[config.mk]
export PLATFORM = sky130hd
export DESIGN_NAME = mission_datalog_sequencer
export DESIGN_NICKNAME = d
export VERILOG_FILES = /design/src/mission_datalog_pkg.sv /design/src/interval_counter.sv /design/src/mission_datalog_sequencer.sv
export VERILOG_INCLUDE_DIRS = /design/src
export SDC_FILE = /design/constraint.sdc
export NUM_CORES = 1
export LEC_CHECK = 0
export BUFFER_PORTS_ARGS = -buffer_cell sky130_fd_sc_hd__buf_4
export CORE_MARGIN = 1.5
export CORE_UTILIZATION = 30
export DETAILED_ROUTE_END_ITERATION = 10
export GPL_TIMING_DRIVEN = 0
export PLACE_DENSITY = 0.59
export SLEW_MARGIN = 20
export SYNTH_ARGS = -nofsm -noshare
export SYNTH_HDL_FRONTEND = slang
export SYNTH_SLANG_ARGS = --single-unit
[constraint.sdc]
create_clock -name clk_in -period 9.45 [get_ports clk_in]
set_clock_uncertainty 0.1 [all_clocks]
set_input_delay 1.4175 -clock clk_in [delete_from_list [all_inputs] [get_ports clk_in]]
set_output_delay 1.4175 -clock clk_in [all_outputs]
set_load 0.005 [all_outputs]
[src/mission_datalog_consts.svh]
// constants shared by the mission datalog sequencer files
`ifndef MISSION_DATALOG_CONSTS_SVH
`define MISSION_DATALOG_CONSTS_SVH

// log memory geometry in bytes
`define LOG_ADDR_W       13
`define LOG_SIZE_W       14
`define LOG_FULL_BYTES   14'h2000
`define LOG_HALF_BYTES   14'h1000
`define LOG_MIXED_ENTRY  14'h0A00
`define LOG_MIXED_TOP    14'h1F00
`define LOG_ZERO         14'h0000

// timebase
`define SECS_PER_MIN     6'h3C
`define RATE_W           14
`define RATE_MIN         14'h0001
`define DELAY_W          16
`define DELAY_ZERO       16'h0000

// password locations read as zero
`define PW_FIRST_ADDR    16'h0228
`define PW_LAST_ADDR     16'h0237
`define PW_READ_BYTE     8'h00

// alarm flag positions
`define ALM_TEMP_LOW     0
`define ALM_TEMP_HIGH    1

// rtc date and time word
`define RTC_W            48

`endif

[src/mission_datalog_pkg.sv]
// shared types for the mission datalog sequencer
`include "mission_datalog_consts.svh"

package mission_datalog_pkg;

    typedef enum logic [1:0] {
        ST_IDLE,
        ST_DELAY,
        ST_ARMED,
        ST_RUN
    } mission_state_e;

    typedef struct packed {
        logic                     temperature_log_enable;
        logic                     data_log_enable;
        logic                     temp_wide;
        logic                     data_wide;
        logic                     wrap_enable;
        logic                     fast_rate_select;
        logic                     alarm_triggered_start;
        logic [3:0]               alarm_enable;
        logic [`RATE_W-1:0]       sample_rate;
        logic [`DELAY_W-1:0]      start_delay;
    } log_cfg_s;

    typedef struct packed {
        logic                     we;
        logic [`LOG_ADDR_W-1:0]   addr;
        logic [7:0]               data;
    } log_wr_s;

endpackage

[src/interval_counter.sv]
// counts enable ticks and strobes once every period ticks
`timescale 1ns/1ps
`include "mission_datalog_consts.svh"

module interval_counter #(
    parameter int W = `RATE_W
) (
    // clock and reset
    input  wire logic         clk_in,
    input  wire logic         arst_n_in,
    // control
    input  wire logic         restart_in,
    input  wire logic         tick_in,
    input  wire logic [W-1:0] period_in,
    // strobe
    output logic              done_out
);
    logic [W-1:0] count_reg;
    logic [W:0]   count_inc;

    assign count_inc = {1'b0, count_reg} + {{W{1'b0}}, 1'b1};
    assign done_out  = tick_in && !restart_in
                       && (count_inc >= {1'b0, period_in});

    always_ff @(posedge clk_in or negedge arst_n_in) begin
        if (!arst_n_in) begin
            count_reg <= '0;
        end else if (restart_in || done_out) begin
            count_reg <= '0;
        end else if (tick_in) begin
            count_reg <= count_inc[W-1:0];
        end
    end

endmodule // interval_counter

[src/mission_datalog_sequencer.sv]
// mission sequencing and datalog placement for the logger
// Contract
// - one channel uses whole 8192/4096 memory
// - same widths: two equal 4096/2048 sections
// - mixed widths: 2560 entries each, top 256 unused
// - two-byte entry: high byte at lower address
// - no wrap: full section stops being written
// - wrap: restart at section start, overwrite oldest
// - enabled tripped alarm flags conditional search
// - sample rate unsigned 14 bits, 1..16383
// - interval in seconds if fast, else minutes
// - start sets active, clears cleared flag
// - delayed start: stamp, first entry, then interval
// - delayed mode entries bump both counters
// - alarm start: after delay, sample, device count
// - alarm entry first, stamp one interval later
// - general memory writable during a mission
// - reads allowed anytime, passwords read 00h
// - mission refuses copy into register pages
`timescale 1ns/1ps
`include "mission_datalog_consts.svh"

module mission_datalog_sequencer
    import mission_datalog_pkg::*;
#(
    parameter int CNT_W = 24
) (
    // clock and reset
    input  wire logic                 clk_in,
    input  wire logic                 arst_n_in,
    // real-time clock
    input  wire logic                 sec_tick_in,
    input  wire logic                 oscillator_run_bit_in,
    input  wire logic [`RTC_W-1:0]    rtc_now_in,
    // configuration and commands
    input  wire log_cfg_s             cfg_in,
    input  wire logic                 start_cmd_in,
    input  wire logic                 stop_cmd_in,
    input  wire logic                 clear_cmd_in,
    // converters and alarm comparators
    input  wire logic [15:0]          temp_value_in,
    input  wire logic [15:0]          data_value_in,
    input  wire logic [3:0]           alarm_trip_in,
    output logic                      sample_req_out,
    // mission status
    output logic                      mission_active_flag_out,
    output logic                      memory_cleared_flag_out,
    output logic [3:0]                alarm_flags_out,
    output logic                      alarmed_out,
    output logic [`RTC_W-1:0]         mission_stamp_out,
    output logic [CNT_W-1:0]          mission_count_out,
    output logic [CNT_W-1:0]          device_count_out,
    // log memory write port
    output log_wr_s                   log_wr_out,
    // host memory access
    input  wire logic [15:0]          host_rd_addr_in,
    input  wire logic [7:0]           mem_rd_data_in,
    output logic [7:0]                host_rd_data_out,
    input  wire logic                 gp_wr_req_in,
    output logic                      gp_wr_ok_out,
    input  wire logic                 copy_req_in,
    input  wire logic                 copy_reg_page_in,
    output logic                      copy_ok_out
);
    mission_state_e          state_reg;
    mission_state_e          state_next;
    logic                    active_reg;
    logic                    cleared_reg;
    logic [3:0]              alarm_reg;
    logic [`RTC_W-1:0]       stamp_reg;
    logic                    stamp_pending_reg;
    logic [CNT_W-1:0]        mission_cnt_reg;
    logic [CNT_W-1:0]        device_cnt_reg;
    logic [`LOG_SIZE_W-1:0]  ptr_t_reg;
    logic [`LOG_SIZE_W-1:0]  ptr_d_reg;
    logic                    full_t_reg;
    logic                    full_d_reg;
    logic                    wr_busy_reg;
    logic [1:0]              wr_idx_reg;
    logic [15:0]             temp_hold_reg;
    logic [15:0]             data_hold_reg;
    log_wr_s                 wr_reg;
    logic [7:0]              rd_data_reg;

    logic                    sec_tick;
    logic                    min_tick;
    logic                    iv_tick;
    logic                    iv_done;
    logic                    dly_done;
    logic [`RATE_W-1:0]      rate_eff;
    logic                    restart_iv;
    logic                    restart_dly;
    logic                    any_channel;
    logic                    temp_alarm_now;
    logic                    begin_now;
    logic                    log_go;
    logic                    dev_inc;
    logic                    mis_inc;
    logic                    stamp_now;
    logic                    stamp_defer;

    logic                    both;
    logic                    mixed;
    logic [`LOG_SIZE_W-1:0]  size_t;
    logic [`LOG_SIZE_W-1:0]  size_d;
    logic [`LOG_SIZE_W-1:0]  base_d;
    logic [`LOG_SIZE_W-1:0]  step_t;
    logic [`LOG_SIZE_W-1:0]  step_d;
    logic [`LOG_SIZE_W-1:0]  ptr_t_adv;
    logic [`LOG_SIZE_W-1:0]  ptr_d_adv;
    logic [`LOG_SIZE_W-1:0]  wr_addr;
    logic [7:0]              wr_byte;
    logic                    wr_en;
    logic                    temp_last;
    logic                    data_last;

    // a stopped oscillator freezes all timing
    assign sec_tick = sec_tick_in && oscillator_run_bit_in;

    interval_counter #(
        .W (6)
    ) u_minute (
        .clk_in     (clk_in),
        .arst_n_in  (arst_n_in),
        .restart_in (1'b0),
        .tick_in    (sec_tick),
        .period_in  (`SECS_PER_MIN),
        .done_out   (min_tick)
    );

    interval_counter #(
        .W (`DELAY_W)
    ) u_delay (
        .clk_in     (clk_in),
        .arst_n_in  (arst_n_in),
        .restart_in (restart_dly),
        .tick_in    (min_tick),
        .period_in  (cfg_in.start_delay),
        .done_out   (dly_done)
    );

    // out-of-range rate zero acts as one
    assign rate_eff = (cfg_in.sample_rate == '0) ? `RATE_MIN
                                                 : cfg_in.sample_rate;
    assign iv_tick  = cfg_in.fast_rate_select ? sec_tick : min_tick;

    interval_counter #(
        .W (`RATE_W)
    ) u_interval (
        .clk_in     (clk_in),
        .arst_n_in  (arst_n_in),
        .restart_in (restart_iv),
        .tick_in    (iv_tick),
        .period_in  (rate_eff),
        .done_out   (iv_done)
    );

    assign any_channel = cfg_in.temperature_log_enable
                         || cfg_in.data_log_enable;
    assign temp_alarm_now =
        (cfg_in.alarm_enable[`ALM_TEMP_LOW]
         && (alarm_reg[`ALM_TEMP_LOW] || alarm_trip_in[`ALM_TEMP_LOW]))
        || (cfg_in.alarm_enable[`ALM_TEMP_HIGH]
         && (alarm_reg[`ALM_TEMP_HIGH] || alarm_trip_in[`ALM_TEMP_HIGH]));

    always_comb begin
        state_next  = state_reg;
        begin_now   = 1'b0;
        log_go      = 1'b0;
        dev_inc     = 1'b0;
        mis_inc     = 1'b0;
        stamp_now   = 1'b0;
        stamp_defer = 1'b0;
        restart_iv  = 1'b0;
        restart_dly = 1'b0;
        unique case (state_reg)
            ST_IDLE: begin
                if (start_cmd_in && any_channel) begin
                    restart_dly = 1'b1;
                    if (cfg_in.start_delay == `DELAY_ZERO) begin
                        begin_now = 1'b1;
                    end else begin
                        state_next = ST_DELAY;
                    end
                end
            end
            ST_DELAY: begin
                if (dly_done) begin
                    begin_now = 1'b1;
                end
            end
            ST_ARMED: begin
                if (iv_done) begin
                    dev_inc = 1'b1;
                    if (temp_alarm_now) begin
                        log_go      = 1'b1;
                        stamp_defer = 1'b1;
                        state_next  = ST_RUN;
                    end
                end
            end
            ST_RUN: begin
                if (iv_done) begin
                    log_go    = 1'b1;
                    dev_inc   = 1'b1;
                    mis_inc   = 1'b1;
                    stamp_now = stamp_pending_reg;
                end
            end
        endcase
        if (begin_now) begin
            restart_iv = 1'b1;
            if (cfg_in.alarm_triggered_start
                && cfg_in.temperature_log_enable) begin
                state_next = ST_ARMED;
            end else begin
                state_next = ST_RUN;
                log_go     = 1'b1;
                dev_inc    = 1'b1;
                mis_inc    = 1'b1;
                stamp_now  = 1'b1;
            end
        end
        if (stop_cmd_in && (state_reg != ST_IDLE)) begin
            state_next = ST_IDLE;
            log_go     = 1'b0;
            dev_inc    = 1'b0;
            mis_inc    = 1'b0;
            stamp_now  = 1'b0;
        end
    end

    always_ff @(posedge clk_in or negedge arst_n_in) begin
        if (!arst_n_in) begin
            state_reg <= ST_IDLE;
        end else begin
            state_reg <= state_next;
        end
    end

    always_ff @(posedge clk_in or negedge arst_n_in) begin
        if (!arst_n_in) begin
            active_reg  <= 1'b0;
            cleared_reg <= 1'b0;
        end else if (state_reg == ST_IDLE && state_next != ST_IDLE) begin
            active_reg  <= 1'b1;
            cleared_reg <= 1'b0;
        end else if (stop_cmd_in) begin
            active_reg  <= 1'b0;
        end else if (clear_cmd_in && !active_reg) begin
            cleared_reg <= 1'b1;
        end
    end

    always_ff @(posedge clk_in or negedge arst_n_in) begin
        if (!arst_n_in) begin
            alarm_reg <= 4'h0;
        end else begin
            alarm_reg <= ((clear_cmd_in && !active_reg) ? 4'h0 : alarm_reg)
                         | (active_reg ? alarm_trip_in : 4'h0);
        end
    end

    always_ff @(posedge clk_in or negedge arst_n_in) begin
        if (!arst_n_in) begin
            stamp_reg         <= '0;
            stamp_pending_reg <= 1'b0;
        end else if (stamp_now) begin
            stamp_reg         <= rtc_now_in;
            stamp_pending_reg <= 1'b0;
        end else if (stamp_defer) begin
            stamp_pending_reg <= 1'b1;
        end else if (clear_cmd_in && !active_reg) begin
            stamp_reg         <= '0;
            stamp_pending_reg <= 1'b0;
        end
    end

    // device count survives memory clear
    always_ff @(posedge clk_in or negedge arst_n_in) begin
        if (!arst_n_in) begin
            mission_cnt_reg <= '0;
            device_cnt_reg  <= '0;
        end else begin
            if (mis_inc) begin
                mission_cnt_reg <= mission_cnt_reg + 1'b1;
            end else if (clear_cmd_in && !active_reg) begin
                mission_cnt_reg <= '0;
            end
            if (dev_inc) begin
                device_cnt_reg <= device_cnt_reg + 1'b1;
            end
        end
    end

    // section layout
    assign both   = cfg_in.temperature_log_enable && cfg_in.data_log_enable;
    assign mixed  = both && (cfg_in.temp_wide != cfg_in.data_wide);
    assign step_t = cfg_in.temp_wide ? 14'h0002 : 14'h0001;
    assign step_d = cfg_in.data_wide ? 14'h0002 : 14'h0001;

    always_comb begin
        if (!both) begin
            size_t = `LOG_FULL_BYTES;
            size_d = `LOG_FULL_BYTES;
            base_d = `LOG_ZERO;
        end else if (!mixed) begin
            size_t = `LOG_HALF_BYTES;
            size_d = `LOG_HALF_BYTES;
            base_d = `LOG_HALF_BYTES;
        end else begin
            // data section ends below the unused top block
            size_t = cfg_in.temp_wide ? (`LOG_MIXED_ENTRY << 1)
                                      : `LOG_MIXED_ENTRY;
            size_d = cfg_in.data_wide ? (`LOG_MIXED_ENTRY << 1)
                                      : `LOG_MIXED_ENTRY;
            base_d = `LOG_MIXED_TOP - size_d;
        end
    end

    assign ptr_t_adv = ptr_t_reg + step_t;
    assign ptr_d_adv = ptr_d_reg + step_d;

    // byte slots: 0 temp high/only, 1 temp low, 2 data high/only, 3 data low
    always_comb begin
        wr_en     = 1'b0;
        wr_addr   = `LOG_ZERO;
        wr_byte   = 8'h00;
        temp_last = 1'b0;
        data_last = 1'b0;
        if (wr_idx_reg[1] == 1'b0) begin
            temp_last = cfg_in.temp_wide ? wr_idx_reg[0] : !wr_idx_reg[0];
            wr_en     = cfg_in.temperature_log_enable
                        && !(full_t_reg && !cfg_in.wrap_enable)
                        && (cfg_in.temp_wide || !wr_idx_reg[0]);
            wr_addr   = ptr_t_reg + {13'h0000, wr_idx_reg[0]};
            wr_byte   = (cfg_in.temp_wide && !wr_idx_reg[0])
                        ? temp_hold_reg[15:8] : temp_hold_reg[7:0];
        end else begin
            data_last = cfg_in.data_wide ? wr_idx_reg[0] : !wr_idx_reg[0];
            wr_en     = cfg_in.data_log_enable
                        && !(full_d_reg && !cfg_in.wrap_enable)
                        && (cfg_in.data_wide || !wr_idx_reg[0]);
            wr_addr   = base_d + ptr_d_reg + {13'h0000, wr_idx_reg[0]};
            wr_byte   = (cfg_in.data_wide && !wr_idx_reg[0])
                        ? data_hold_reg[15:8] : data_hold_reg[7:0];
        end
    end

    // write engine walks four byte slots per sample
    always_ff @(posedge clk_in or negedge arst_n_in) begin
        if (!arst_n_in) begin
            wr_busy_reg   <= 1'b0;
            wr_idx_reg    <= 2'h0;
            temp_hold_reg <= 16'h0000;
            data_hold_reg <= 16'h0000;
        end else if (log_go) begin
            wr_busy_reg   <= 1'b1;
            wr_idx_reg    <= 2'h0;
            temp_hold_reg <= temp_value_in;
            data_hold_reg <= data_value_in;
        end else if (wr_busy_reg) begin
            wr_idx_reg  <= wr_idx_reg + 2'h1;
            wr_busy_reg <= (wr_idx_reg != 2'h3);
        end
    end

    always_ff @(posedge clk_in or negedge arst_n_in) begin
        if (!arst_n_in) begin
            wr_reg <= '0;
        end else begin
            wr_reg.we   <= wr_busy_reg && wr_en;
            wr_reg.addr <= wr_addr[`LOG_ADDR_W-1:0];
            wr_reg.data <= wr_byte;
        end
    end

    // write pointers, reset when a mission starts
    always_ff @(posedge clk_in or negedge arst_n_in) begin
        if (!arst_n_in) begin
            ptr_t_reg  <= `LOG_ZERO;
            ptr_d_reg  <= `LOG_ZERO;
            full_t_reg <= 1'b0;
            full_d_reg <= 1'b0;
        end else if (state_reg == ST_IDLE && start_cmd_in && any_channel) begin
            ptr_t_reg  <= `LOG_ZERO;
            ptr_d_reg  <= `LOG_ZERO;
            full_t_reg <= 1'b0;
            full_d_reg <= 1'b0;
        end else if (wr_busy_reg && wr_en) begin
            if (temp_last) begin
                if (ptr_t_adv >= size_t) begin
                    ptr_t_reg  <= `LOG_ZERO;
                    full_t_reg <= 1'b1;
                end else begin
                    ptr_t_reg  <= ptr_t_adv;
                end
            end
            if (data_last) begin
                if (ptr_d_adv >= size_d) begin
                    ptr_d_reg  <= `LOG_ZERO;
                    full_d_reg <= 1'b1;
                end else begin
                    ptr_d_reg  <= ptr_d_adv;
                end
            end
        end
    end

    // password bytes read as zero
    always_ff @(posedge clk_in or negedge arst_n_in) begin
        if (!arst_n_in) begin
            rd_data_reg <= 8'h00;
        end else if (host_rd_addr_in >= `PW_FIRST_ADDR
                     && host_rd_addr_in <= `PW_LAST_ADDR) begin
            rd_data_reg <= `PW_READ_BYTE;
        end else begin
            rd_data_reg <= mem_rd_data_in;
        end
    end

    assign gp_wr_ok_out = gp_wr_req_in;
    assign copy_ok_out  = copy_req_in
                          && !(copy_reg_page_in && active_reg);

    assign sample_req_out          = dev_inc;
    assign mission_active_flag_out = active_reg;
    assign memory_cleared_flag_out = cleared_reg;
    assign alarm_flags_out         = alarm_reg;
    assign alarmed_out             = |(alarm_reg & cfg_in.alarm_enable);
    assign mission_stamp_out       = stamp_reg;
    assign mission_count_out       = mission_cnt_reg;
    assign device_count_out        = device_cnt_reg;
    assign log_wr_out              = wr_reg;
    assign host_rd_data_out        = rd_data_reg;

endmodule // mission_datalog_sequencer

==> Yosys cells after proc, flatten, opt, wreduce, memory -nomap -nowiden <==
Index checks and enable logic that the tools add are counted.
{ "totals": {"word_cells": 222, "latch_bits": 0, "memories": 0, "regBits": 236, "rom_bits": 0, "ramBits": 0, "out_inout_bits": 136, "input_bits": 159} }
{ "classes": {"eq_ne": 7, "mul": 0, "reduce_logical": 72, "n_div": 0, "n_mux": 99, "n_bitwise": 2, "n_lt_le_gt_ge": 7, "shifts": 0, "addsub": 12} }
{ "op_table": {"columns": ["cell", "count"], "rows": [
  ["14-bit two-way mux", 13],
  ["48-bit two-way mux", 3],
  ["13-bit two-way mux", 7],
  ["1-bit two-way mux", 51],
  ["24-bit by 1-bit adder with 24-bit output, second input constant", 2],
  ["24-bit two-way mux", 2],
  ["16-bit two-way mux", 2],
  ["8-bit two-way mux", 4],
  ["2-bit nonzero test", 15],
  ["1-bit logical AND", 29],
  ["14-bit by 2-bit adder with 14-bit output", 2],
  ["14-bit >= comparator", 2],
  ["13-bit by 1-bit adder with 13-bit output", 2],
  ["2-bit two-way mux", 10],
  ["16-bit by 1-bit adder with 17-bit output, second input constant", 1],
  ["17-bit by 16-bit >= comparator with 1-bit output", 1],
  ["16-bit by 10-bit >= comparator with 1-bit output, second input constant", 1],
  ["16-bit by 10-bit <= comparator with 1-bit output, second input constant", 1],
  ["16-bit logical NOT", 1],
  ["14-bit by 1-bit adder with 15-bit output, second input constant", 1],
  ["15-bit by 14-bit >= comparator with 1-bit output", 1],
  ["14-bit logical NOT", 1],
  ["13-bit adder", 1],
  ["13-bit subtractor, first input constant", 1],
  ["other kinds (22)", 45]
]} }

==> Longest topological paths before layout <==
Gate-level depths: netlist (run 1).
{ "logic_depth": {"word_depth": 21, "mapped_depth": 18, "depth_no_buf": 17} }

==> Hierarchy <==
A second synthesis (run 1) with hierarchy kept.
{ "unflattened": {"hier_cells": 1338, "area_unflattened_um2": 13389.1} }
{ "modules_own_cells": {"columns": ["module", "seq_area_each_um2", "cells_each", "n_inst", "area_per_inst_um2"], "rows": [
  ["mission_datalog_sequencer", 5004.8, 974, 1, 10223.6],
  ["interval_counter (u_delay)", 400.4, 176, 1, 1483.9],
  ["interval_counter (u_interval)", 350.3, 129, 1, 1193.6],
  ["interval_counter (u_minute)", 150.1, 59, 1, 488.0]
]} }

==> Worst setup path before layout (run 1) <==
Ideal clock, no wire load.
{ "synth_timing": {"path_type": "input-to-reg", "startpoint": "input port cfg_in[38] in the netlist's numbering", "endpoint": "register ptr_t_reg[3]", "path_slack_ns": 4.237, "n_path_buf": 1, "setup_time_ns": 0.110, "arrival_ns": 5.002, "required_ns": 9.240, "stages": 17, "path_cell_list": "inv_1 > ha_1 > inv_1 > fa_1 > nand3b_1 > nor2_1 > and3_1 > nand3_1 > xnor2_1 > ha_1 > a21o_1 > a21o_1 > a2111oi_0 > o21ai_1 > or2_2 > clkbuf_1 > o41ai_1"} }
{ "synth_between": {"elab_chain_len": 9, "elab_cells_between_ends": 21} }
{ "synth_lines": {"columns": ["element", "line", "rtl"], "rows": [
  ["from (decl)", "mission_datalog_sequencer.sv:36", "input wire log_cfg_s cfg_in,"],
  ["parallel branches: the longest is 9 deep, another holds 14-bit by 2-bit adder with 14-bit output", null, null],
  ["to (signal assigned)", "mission_datalog_sequencer.sv:386", "ptr_t_reg <= `LOG_ZERO;"],
  ["to (signal assigned)", "mission_datalog_sequencer.sv:393", "ptr_t_reg <= `LOG_ZERO;"],
  ["to (signal assigned)", "mission_datalog_sequencer.sv:396", "ptr_t_reg <= ptr_t_adv;"],
  ["to (decl)", "mission_datalog_sequencer.sv:74", "logic [`LOG_SIZE_W-1:0] ptr_t_reg;"]
]} }
Parallel ways; which one is timed is not known. The select of a mux whose other input is x is not followed.
A chain may end at the register's enable or synchronous reset.

==> Worst setup path in the final report (run 1) <==
{ "layout_timing": {"startpoint": "register u_delay.count_reg[2]", "endpoint": "output port sample_req_out"} }
{ "layout_between": {"elab_chain_len": 14} }
{ "layout_lines": {"columns": ["element", "line", "rtl"], "rows": [
  ["from (decl)", "interval_counter.sv:18", "logic [W-1:0] count_reg;"],
  ["from (signal assigned)", "interval_counter.sv:31", "count_reg <= count_inc[W-1:0];"],
  ["16-bit by 1-bit adder with 17-bit output *", "interval_counter.sv:21", "assign count_inc = {1'b0, count_reg} + {{W{1'b0}}, 1'b1};"],
  ["17-bit by 16-bit >= comparator with 1-bit output *", "interval_counter.sv:23", "&& (count_inc >= {1'b0, period_in});"],
  ["1-bit logical AND *", "interval_counter.sv:23", null],
  ["1-bit two-way mux *", "mission_datalog_sequencer.sv:188", "if (dly_done) begin"],
  ["1-bit case mux with 2 select lines *", "mission_datalog_sequencer.sv:176", "unique case (state_reg)"],
  ["1-bit two-way mux", "mission_datalog_sequencer.sv:211", "if (begin_now) begin"],
  ["1-bit logical NOT", "interval_counter.sv:22", "assign done_out = tick_in && !restart_in"],
  ["1-bit logical AND", "interval_counter.sv:22", null],
  ["1-bit logical AND", "interval_counter.sv:23", null],
  ["1-bit two-way mux", "mission_datalog_sequencer.sv:193, mission_datalog_sequencer.sv:203", null],
  ["1-bit two-way mux", null, null],
  ["1-bit two-way mux", "mission_datalog_sequencer.sv:213", "if (cfg_in.alarm_triggered_start"],
  ["1-bit two-way mux *", "mission_datalog_sequencer.sv:211", null],
  ["1-bit two-way mux *", "mission_datalog_sequencer.sv:224", "if (stop_cmd_in && (state_reg != ST_IDLE)) begin"],
  ["to (decl)", "mission_datalog_sequencer.sv:44", "output logic sample_req_out,"]
]} }
Every way passes the cells marked *; elsewhere a longest branch is shown, timed or not.

==> metrics.txt, run 1 <==
outcome=complete, no violations; drt wl/cell=16.8 um; Area Overhead vs Synth=30.1%; largest net degree at the start of global routing=91; Clock Latency Late Sink=0.56 ns; Synth cell types=74; Post-synth EDFFs=0; row cnt=76; setup violators final=0; die height=212 um; Sink Count=236; Critical Path Start Type=register; Max Cap Violations=0; clk buf depth=3; die area=0.0451 mm2; Tightest Hold Check Type=reg2reg; Worst-Margin Slew=0.916 ns; RSZ-0062 raised after global routing=no; PostCTS Resize Cnt=0; met2 usage=28.2%; syn nets=1557; P_leak=about 8.4 nW; CTS buffer count=29; final worst path period share=70.2%; # hold bufs at CTS=0; Die Wd=roughly 210 um; worst-path fanout max=10; post-route ant nets=0; Syn Area/Cell=9.87 um2; Final Power=approximately 2.8 mW; Initial Utilization=30.5%; signal arrival time at the worst endpoint=~5 ns; H-tree depth=1; share of the yosys chip area belonging to registers=44.9%; worst IR drop on VDD=0.0000903 V; #FFs+latches synth=236; asr flop ratio synth=100%; initial drt markers=497; fin nets=1880; Synthesis Warnings=0; share of cells above drive strength 1=roughly a quarter; Setup Crit Path Kind=reg2out; Final Hold Violating Endpoints=0; postcts setup bufs=0; Setup TNS=0 ns; total track usage=16.6%; CP Data Required Time=7.93 ns; gr ovfl total=0; Top FF cell, synth=dfrtp_1; vias in the first global route=11100; Reg clk slew, reported paths=0.06 ns; DRC=0; met1 Use GR=approximately a fifth; first-pass GRT wire length=59800 um; Via density=4.99; root buf cell=clkbuf_16; routed via count=11300; Max Slew Vio Count=0; drt pass-1 iters=5; Area after DPL=between 0.015 and 0.02 mm2; CTS tree=built; Diodes inserted=0; cell area after layout=0.0171 mm2; GRT Max-Usage Layer=met2; HPWL after DPL=28700 um; Synth top area share=between 40% and 50%; CP Capture Type=output port; Post-Syn Instances=1333; commonest non-fill, non-tap cell in the layout=buf_4; power per cell area=162 mW/mm2; total core area=0.0432 mm2; dominant cells by area after synthesis=dfrtp_1 45%, ha_1 6.0%, a32o_1 3.9%; most frequent cells in the layout=297 x buf_4, 236 x dfrtp_1, 100 x nand2_1; initial antenna violation count=0; routed wire length=38100 um; global-route met3 utilization=under 10%; GP Congestion=0.836; min Tclk post-route=~6.6 ns; io pins=295; synthesized area=~0.013 mm2; max frequency=between 150 and 200 MHz; Slew HR=37.3%; port bufs=290; max FFs per register=48; Yosys top cell by area=dfrtp_1
## Yosys cell counts, types with 6 or more instances
cell,n
dfrtp_1,236
nand2_1,100
nor2_1,89
a21oi_1,78
o21ai_0,78
ha_1,63
nand3_1,63
inv_1,55
a32o_1,51
xnor2_1,51
xor2_1,44
mux2_2,35
nand2b_1,35
clkbuf_1,33
and3_1,28
a21o_1,23
nand4_1,23
nor2b_1,20
buf_2,18
and2_1,17
nor4_1,14
nor3_1,13
o31ai_1,13
or3_1,12
a211oi_1,10
a31oi_1,10
mux2i_1,10
nand3b_1,10
or2_2,10
buf_4,8
buf_1,6
## critical path: stages, from the launching register on
cell and delay (ns):
dfrtp_1 0.42, and3_1 0.24, and3_1 0.25, and3_1 0.17, clkbuf_1 0.26, nand3_1 0.23, nor2_1 0.21, xor2_1 0.21
ha_1 0.27, nand3_1 0.13, nor3_1 0.10, a2111oi_0 0.57, a211oi_1 0.16, or3_4 0.39, buf_2 0.24, a22o_1 0.28
nand2_1 0.21, inv_1 0.08, buf_4 0.14
## layout make-up
type	count	area, um2
well taps	585	732
clock buffers	41	811
flip-flops and latches	236	5910
clock inverters	13	179
plain buffers	68	330
fillers	4324	26100
inverters	56	210
repair buffers	292	2240
multi-input cells	973	6710
## where the power goes
| part | total [mW] | switching (mW) | internal [mW] | leakage [nW] |
|---|---|---|---|---|
| clock | 1.15 | 0.448 | 0.706 | 0.473 |
| sequential | 1.12 | 0.0569 | 1.06 | 3.24 |
| combinational | 0.499 | 0.284 | 0.215 | 4.69 |
| total | 2.77 | 0.788 | 1.99 | 8.41 |
## final timing paths
check,startpoint,end,slack [ns],cells after the start
max in group asynchronous,arst_n_in,mission_count_out[6]$_DFFE_PN0P_,7.69,2
setup / recovery,u_delay.count_reg[2]$_DFFE_PN0P_,sample_req_out,2.82,18
hold / removal,device_count_out[23]$_DFFE_PN0P_,device_count_out[23]$_DFFE_PN0P_,0.37,1
hold reg to reg,device_count_out[23]$_DFFE_PN0P_,device_count_out[23]$_DFFE_PN0P_,0.37,1
setup reg to reg,u_interval.count_reg[2]$_DFFE_PN0P_,mission_stamp_out[33]$_DFFE_PN0P_,4.32,18
min in group asynchronous,arst_n_in,data_hold_reg[4]$_DFFE_PN0P_,0.71,1
## cells by family after synthesis
family	count (synthesis)	share of synthesized area (%)
AO/OA/AOI/OAI	309	16.4
XOR/XNOR	95	6.33
adder cells (fa/ha/maj)	65	6.30
buffers and inverters	124	4.11
flip-flops	236	44.9
multiplexers	45	3.76
AND/OR/NAND/NOR	459	18.2
## per-layer routing
layer / vias up / routed length [um]
li1: 5451 / -
met1: 5476 / 16500
met2: 308 / 18000
met3: 64 / 2340
met4: 0 / 1260
met5: - / 0
## per-stage QoR
step	instances	worst slack (ns)	hold WS (ns)	util [%]
2_1_floorplan	1333	4.24	0.342	-
5_1_grt	2264	2.42	0.407	39.6
6_report	2264	2.82	0.371	39.6
4_1_cts	2264	2.79	0.371	39.6
3_5_place_dp	2210	3.00	0.363	37.3
3_3_place_gp	2208	3.10	0.361	37.2
Note: power is estimated with default switching activity, not from simulation.
==> inputs of run 2 (changes only) <==
--- a/config.mk
+++ b/config.mk
@@ -11,7 +11,7 @@
 export CORE_UTILIZATION = 30
 export DETAILED_ROUTE_END_ITERATION = 10
 export GPL_TIMING_DRIVEN = 0
-export PLACE_DENSITY = 0.59
+export PLACE_DENSITY = 0.61
 export SLEW_MARGIN = 20
 export SYNTH_ARGS = -nofsm -noshare
 export SYNTH_HDL_FRONTEND = slang
==> constraint.sdc (replaced) <==
create_clock -name clk_in -period 5.78 [get_ports clk_in]
set_clock_uncertainty 0.1 [all_clocks]
set_input_delay 0.867 -clock clk_in [delete_from_list [all_inputs] [get_ports clk_in]]
set_output_delay 0.867 -clock clk_in [all_outputs]
set_load 0.005 [all_outputs]
==> run 2 against run 1 <==
  * Routed wire length shrank 0.35%
  * Global-route usage shrank 0.13 points
  * Final area grew 1.0%
  * Setup slack lost 2.5 ns
  * Count of clock-buffer cells in the layout shrank 4
  * Final cell count is essentially flat
  * Combinational power grew 61%
  * Sequential power grew 64%
  * Register-to-register slack lost 3.4 ns
  * Clock power grew 75%
  * Largest power group unchanged
==> metrics.txt, run 2 (synthesis results as in run 1) <==
Slowest-stage cell, CP=dfrtp_1; io pins=295 (unchanged); worst-path fanout max=6 (-4); fill cell count=4310 (-0.32%); Initial Utilization=30.5% (unchanged); Worst R2R Start=ptr_t_reg[0]$_DFFE_PN0P_; fin nets=1881 (+0.053%); Worst-Margin Slew=0.746 ns (-0.170 ns); CP Data Required Time=4.81 ns (-3.12 ns); commonest non-fill, non-tap cell in the layout=buf_4; Max Cap Violations=0 (unchanged); Die Wd=212 um (unchanged); total track usage=16.5% (-0.13 points); crit path from=u_delay.count_reg[2]$_DFFE_PN0P_; Via density=4.98 (-0.26%); Setup Crit Path Kind=reg2out; Critical Path Start Type=register; drt pass-1 iters=5 (unchanged); GP Congestion=0.850 (+1.7%); vias in the first global route=11200 (+1.1%); port bufs=290 (unchanged); routed via count=11300 (-0.17%); share of cells above drive strength 1=26.9% (+1.3 points); P_leak=8.49 nW (+0.95%); setup violators final=0 (unchanged); routed wire length=38000 um (-0.35%); die area=0.0451 mm2 (unchanged); max frequency=182 MHz; largest net degree at the start of global routing=92 (+1.1%); power per cell area=269 mW/mm2 (+66%); root buf cell=clkbuf_16; Reg clk slew, reported paths=0.06 ns (about the same); total core area=0.0432 mm2 (unchanged); CP Capture Type=output port; Clock Latency Late Sink=0.57 ns (about the same); worst IR drop on VDD=0.000199 V (+120%); first-pass GRT wire length=59400 um (-0.67%); min Tclk post-route=5.50 ns; Final Hold Violating Endpoints=0 (unchanged); # hold bufs at CTS=0 (unchanged); Setup TNS=0 ns (unchanged); HPWL after DPL=28900 um (+0.41%); H-tree depth=1 (unchanged); Diodes inserted=0 (unchanged); Max Slew Vio Count=0 (unchanged); WHS=0.190 ns (-0.181 ns); gr ovfl total=0 (unchanged); Area Overhead vs Synth=31.4%; CTS buffer count=30 (+3.4%); RSZ-0062 raised after global routing=no; signal arrival time at the worst endpoint=4.53 ns (-0.58 ns); outcome=complete, no violations; final worst path period share=a little over nine tenths; max FFs per register=48 (unchanged); row cnt=76 (unchanged); cell chain of the critical path=and3_4, and3_1, and3_2, nand3_2, nor2_2, xor2_1, ha_1, nand3_1, nor2_1, a2111oi_4, a211oi_1, or3_4, a22o_1, nand2_1, inv_1, buf_4; DRC=0 (unchanged); Slew HR=49.0% (+12 points); Tightest Hold Check Type=in2async; most frequent cells in the layout=301 x buf_4, 236 x dfrtp_1, 100 x nand2_1; Final Util=40.0% (+0.40 points); die height=212 um (unchanged); max incr delay on CP=0.45 ns (-0.12 ns); drt wl/cell=16.8 um (-0.44%); initial antenna violation count=0 (unchanged); post-route ant nets=0 (unchanged); initial drt markers=618 (+24%); CTS tree=built; clk buf depth=3 (unchanged); Sink Count=236 (unchanged)
==> run 2: cell count changes in the layout (fill, tap and decap cells not counted), moves of 2 or more <==
cell,delta
buf_4,+4
nand3_2,+3
nor2_1,-2
clkinvlp_4,+3
nand3_1,-3
nor3_4,+2
clkbuf_1,-9
nor2_2,+2
and3_2,+2
nor3_1,-2
and3_1,-3
==> run 2: per-stage QoR <==
step,setup WS [ns],power (mW),instance area [um2],instances
after floorplan,1.12,2.32,13200,1333
after global routing,0.00506,4.91,17300,2266
after CTS,0.00595,4.74,17200,2265
after global placement,-0.0213,2.65,16100,2208
final,0.279,4.65,17300,2266
after detailed placement,-0.00111,2.68,16100,2210
==> run 2: routing by layer <==
metal  routed length, um  GRT usage (%)
met1               16300           20.7
met2               18300           28.2
met3                2200           3.23
met4                1180           5.21
met5                   0              0
==> run 2: area by class of cell <==
class / count / area [um2] / area share [%]
clock buffers: 37 / 827 / 4.78
flip-flops and latches: 236 / 5910 / 34.2
plain buffers: 64 / 314 / 1.82
multi-input cells: 973 / 6770 / 39.2
clock inverters: 19 / 253 / 1.46
inverters: 56 / 210 / 1.22
repair buffers: 296 / 2270 / 13.1
well taps: 585 / 732 / 4.23
==> run 2: timing repair <==
item | CTS | global route
buffers inserted | 1 | 3
endpoints found under the setup margin | 1 | 1
pin swaps | 1 | 1
gates resized for setup | 4 | 11
==> run 2: report_power, final <==
group	switching [mW]	total, mW	leakage, nW	internal (mW)
logic	0.454	0.804	4.74	0.350
registers	0.104	1.84	3.24	1.74
clock network	0.766	2.01	0.510	1.24
total	1.32	4.65	8.49	3.33
==> run 2: critical path: cells and delay by family, from the launching register on <==
family,cells,cell delay [ns]
AOI/OAI and AO/OA,3,0.76
buffers and inverters,2,0.27
and+or+nand+nor,9,1.99
DFF,1,0.45
xor gates and xnor gates,1,0.21
adders and majority gates,1,0.27
==> run 2: path summary, 6_finish.rpt <==
check	endpoint	depth (start not counted)	slack, ns
setup reg to reg	ptr_t_reg[9]$_DFFE_PN0P_	16	0.93
setup / recovery	sample_req_out	16	0.28
min in group clk_in	device_count_out[3]$_DFFE_PN0P_	1	0.39
hold / removal	mission_stamp_out[40]$_DFFE_PN0P_	1	0.19
max in group asynchronous	mission_count_out[8]$_DFFE_PN0P_	3	4.21
hold reg to reg	device_count_out[3]$_DFFE_PN0P_	1	0.39
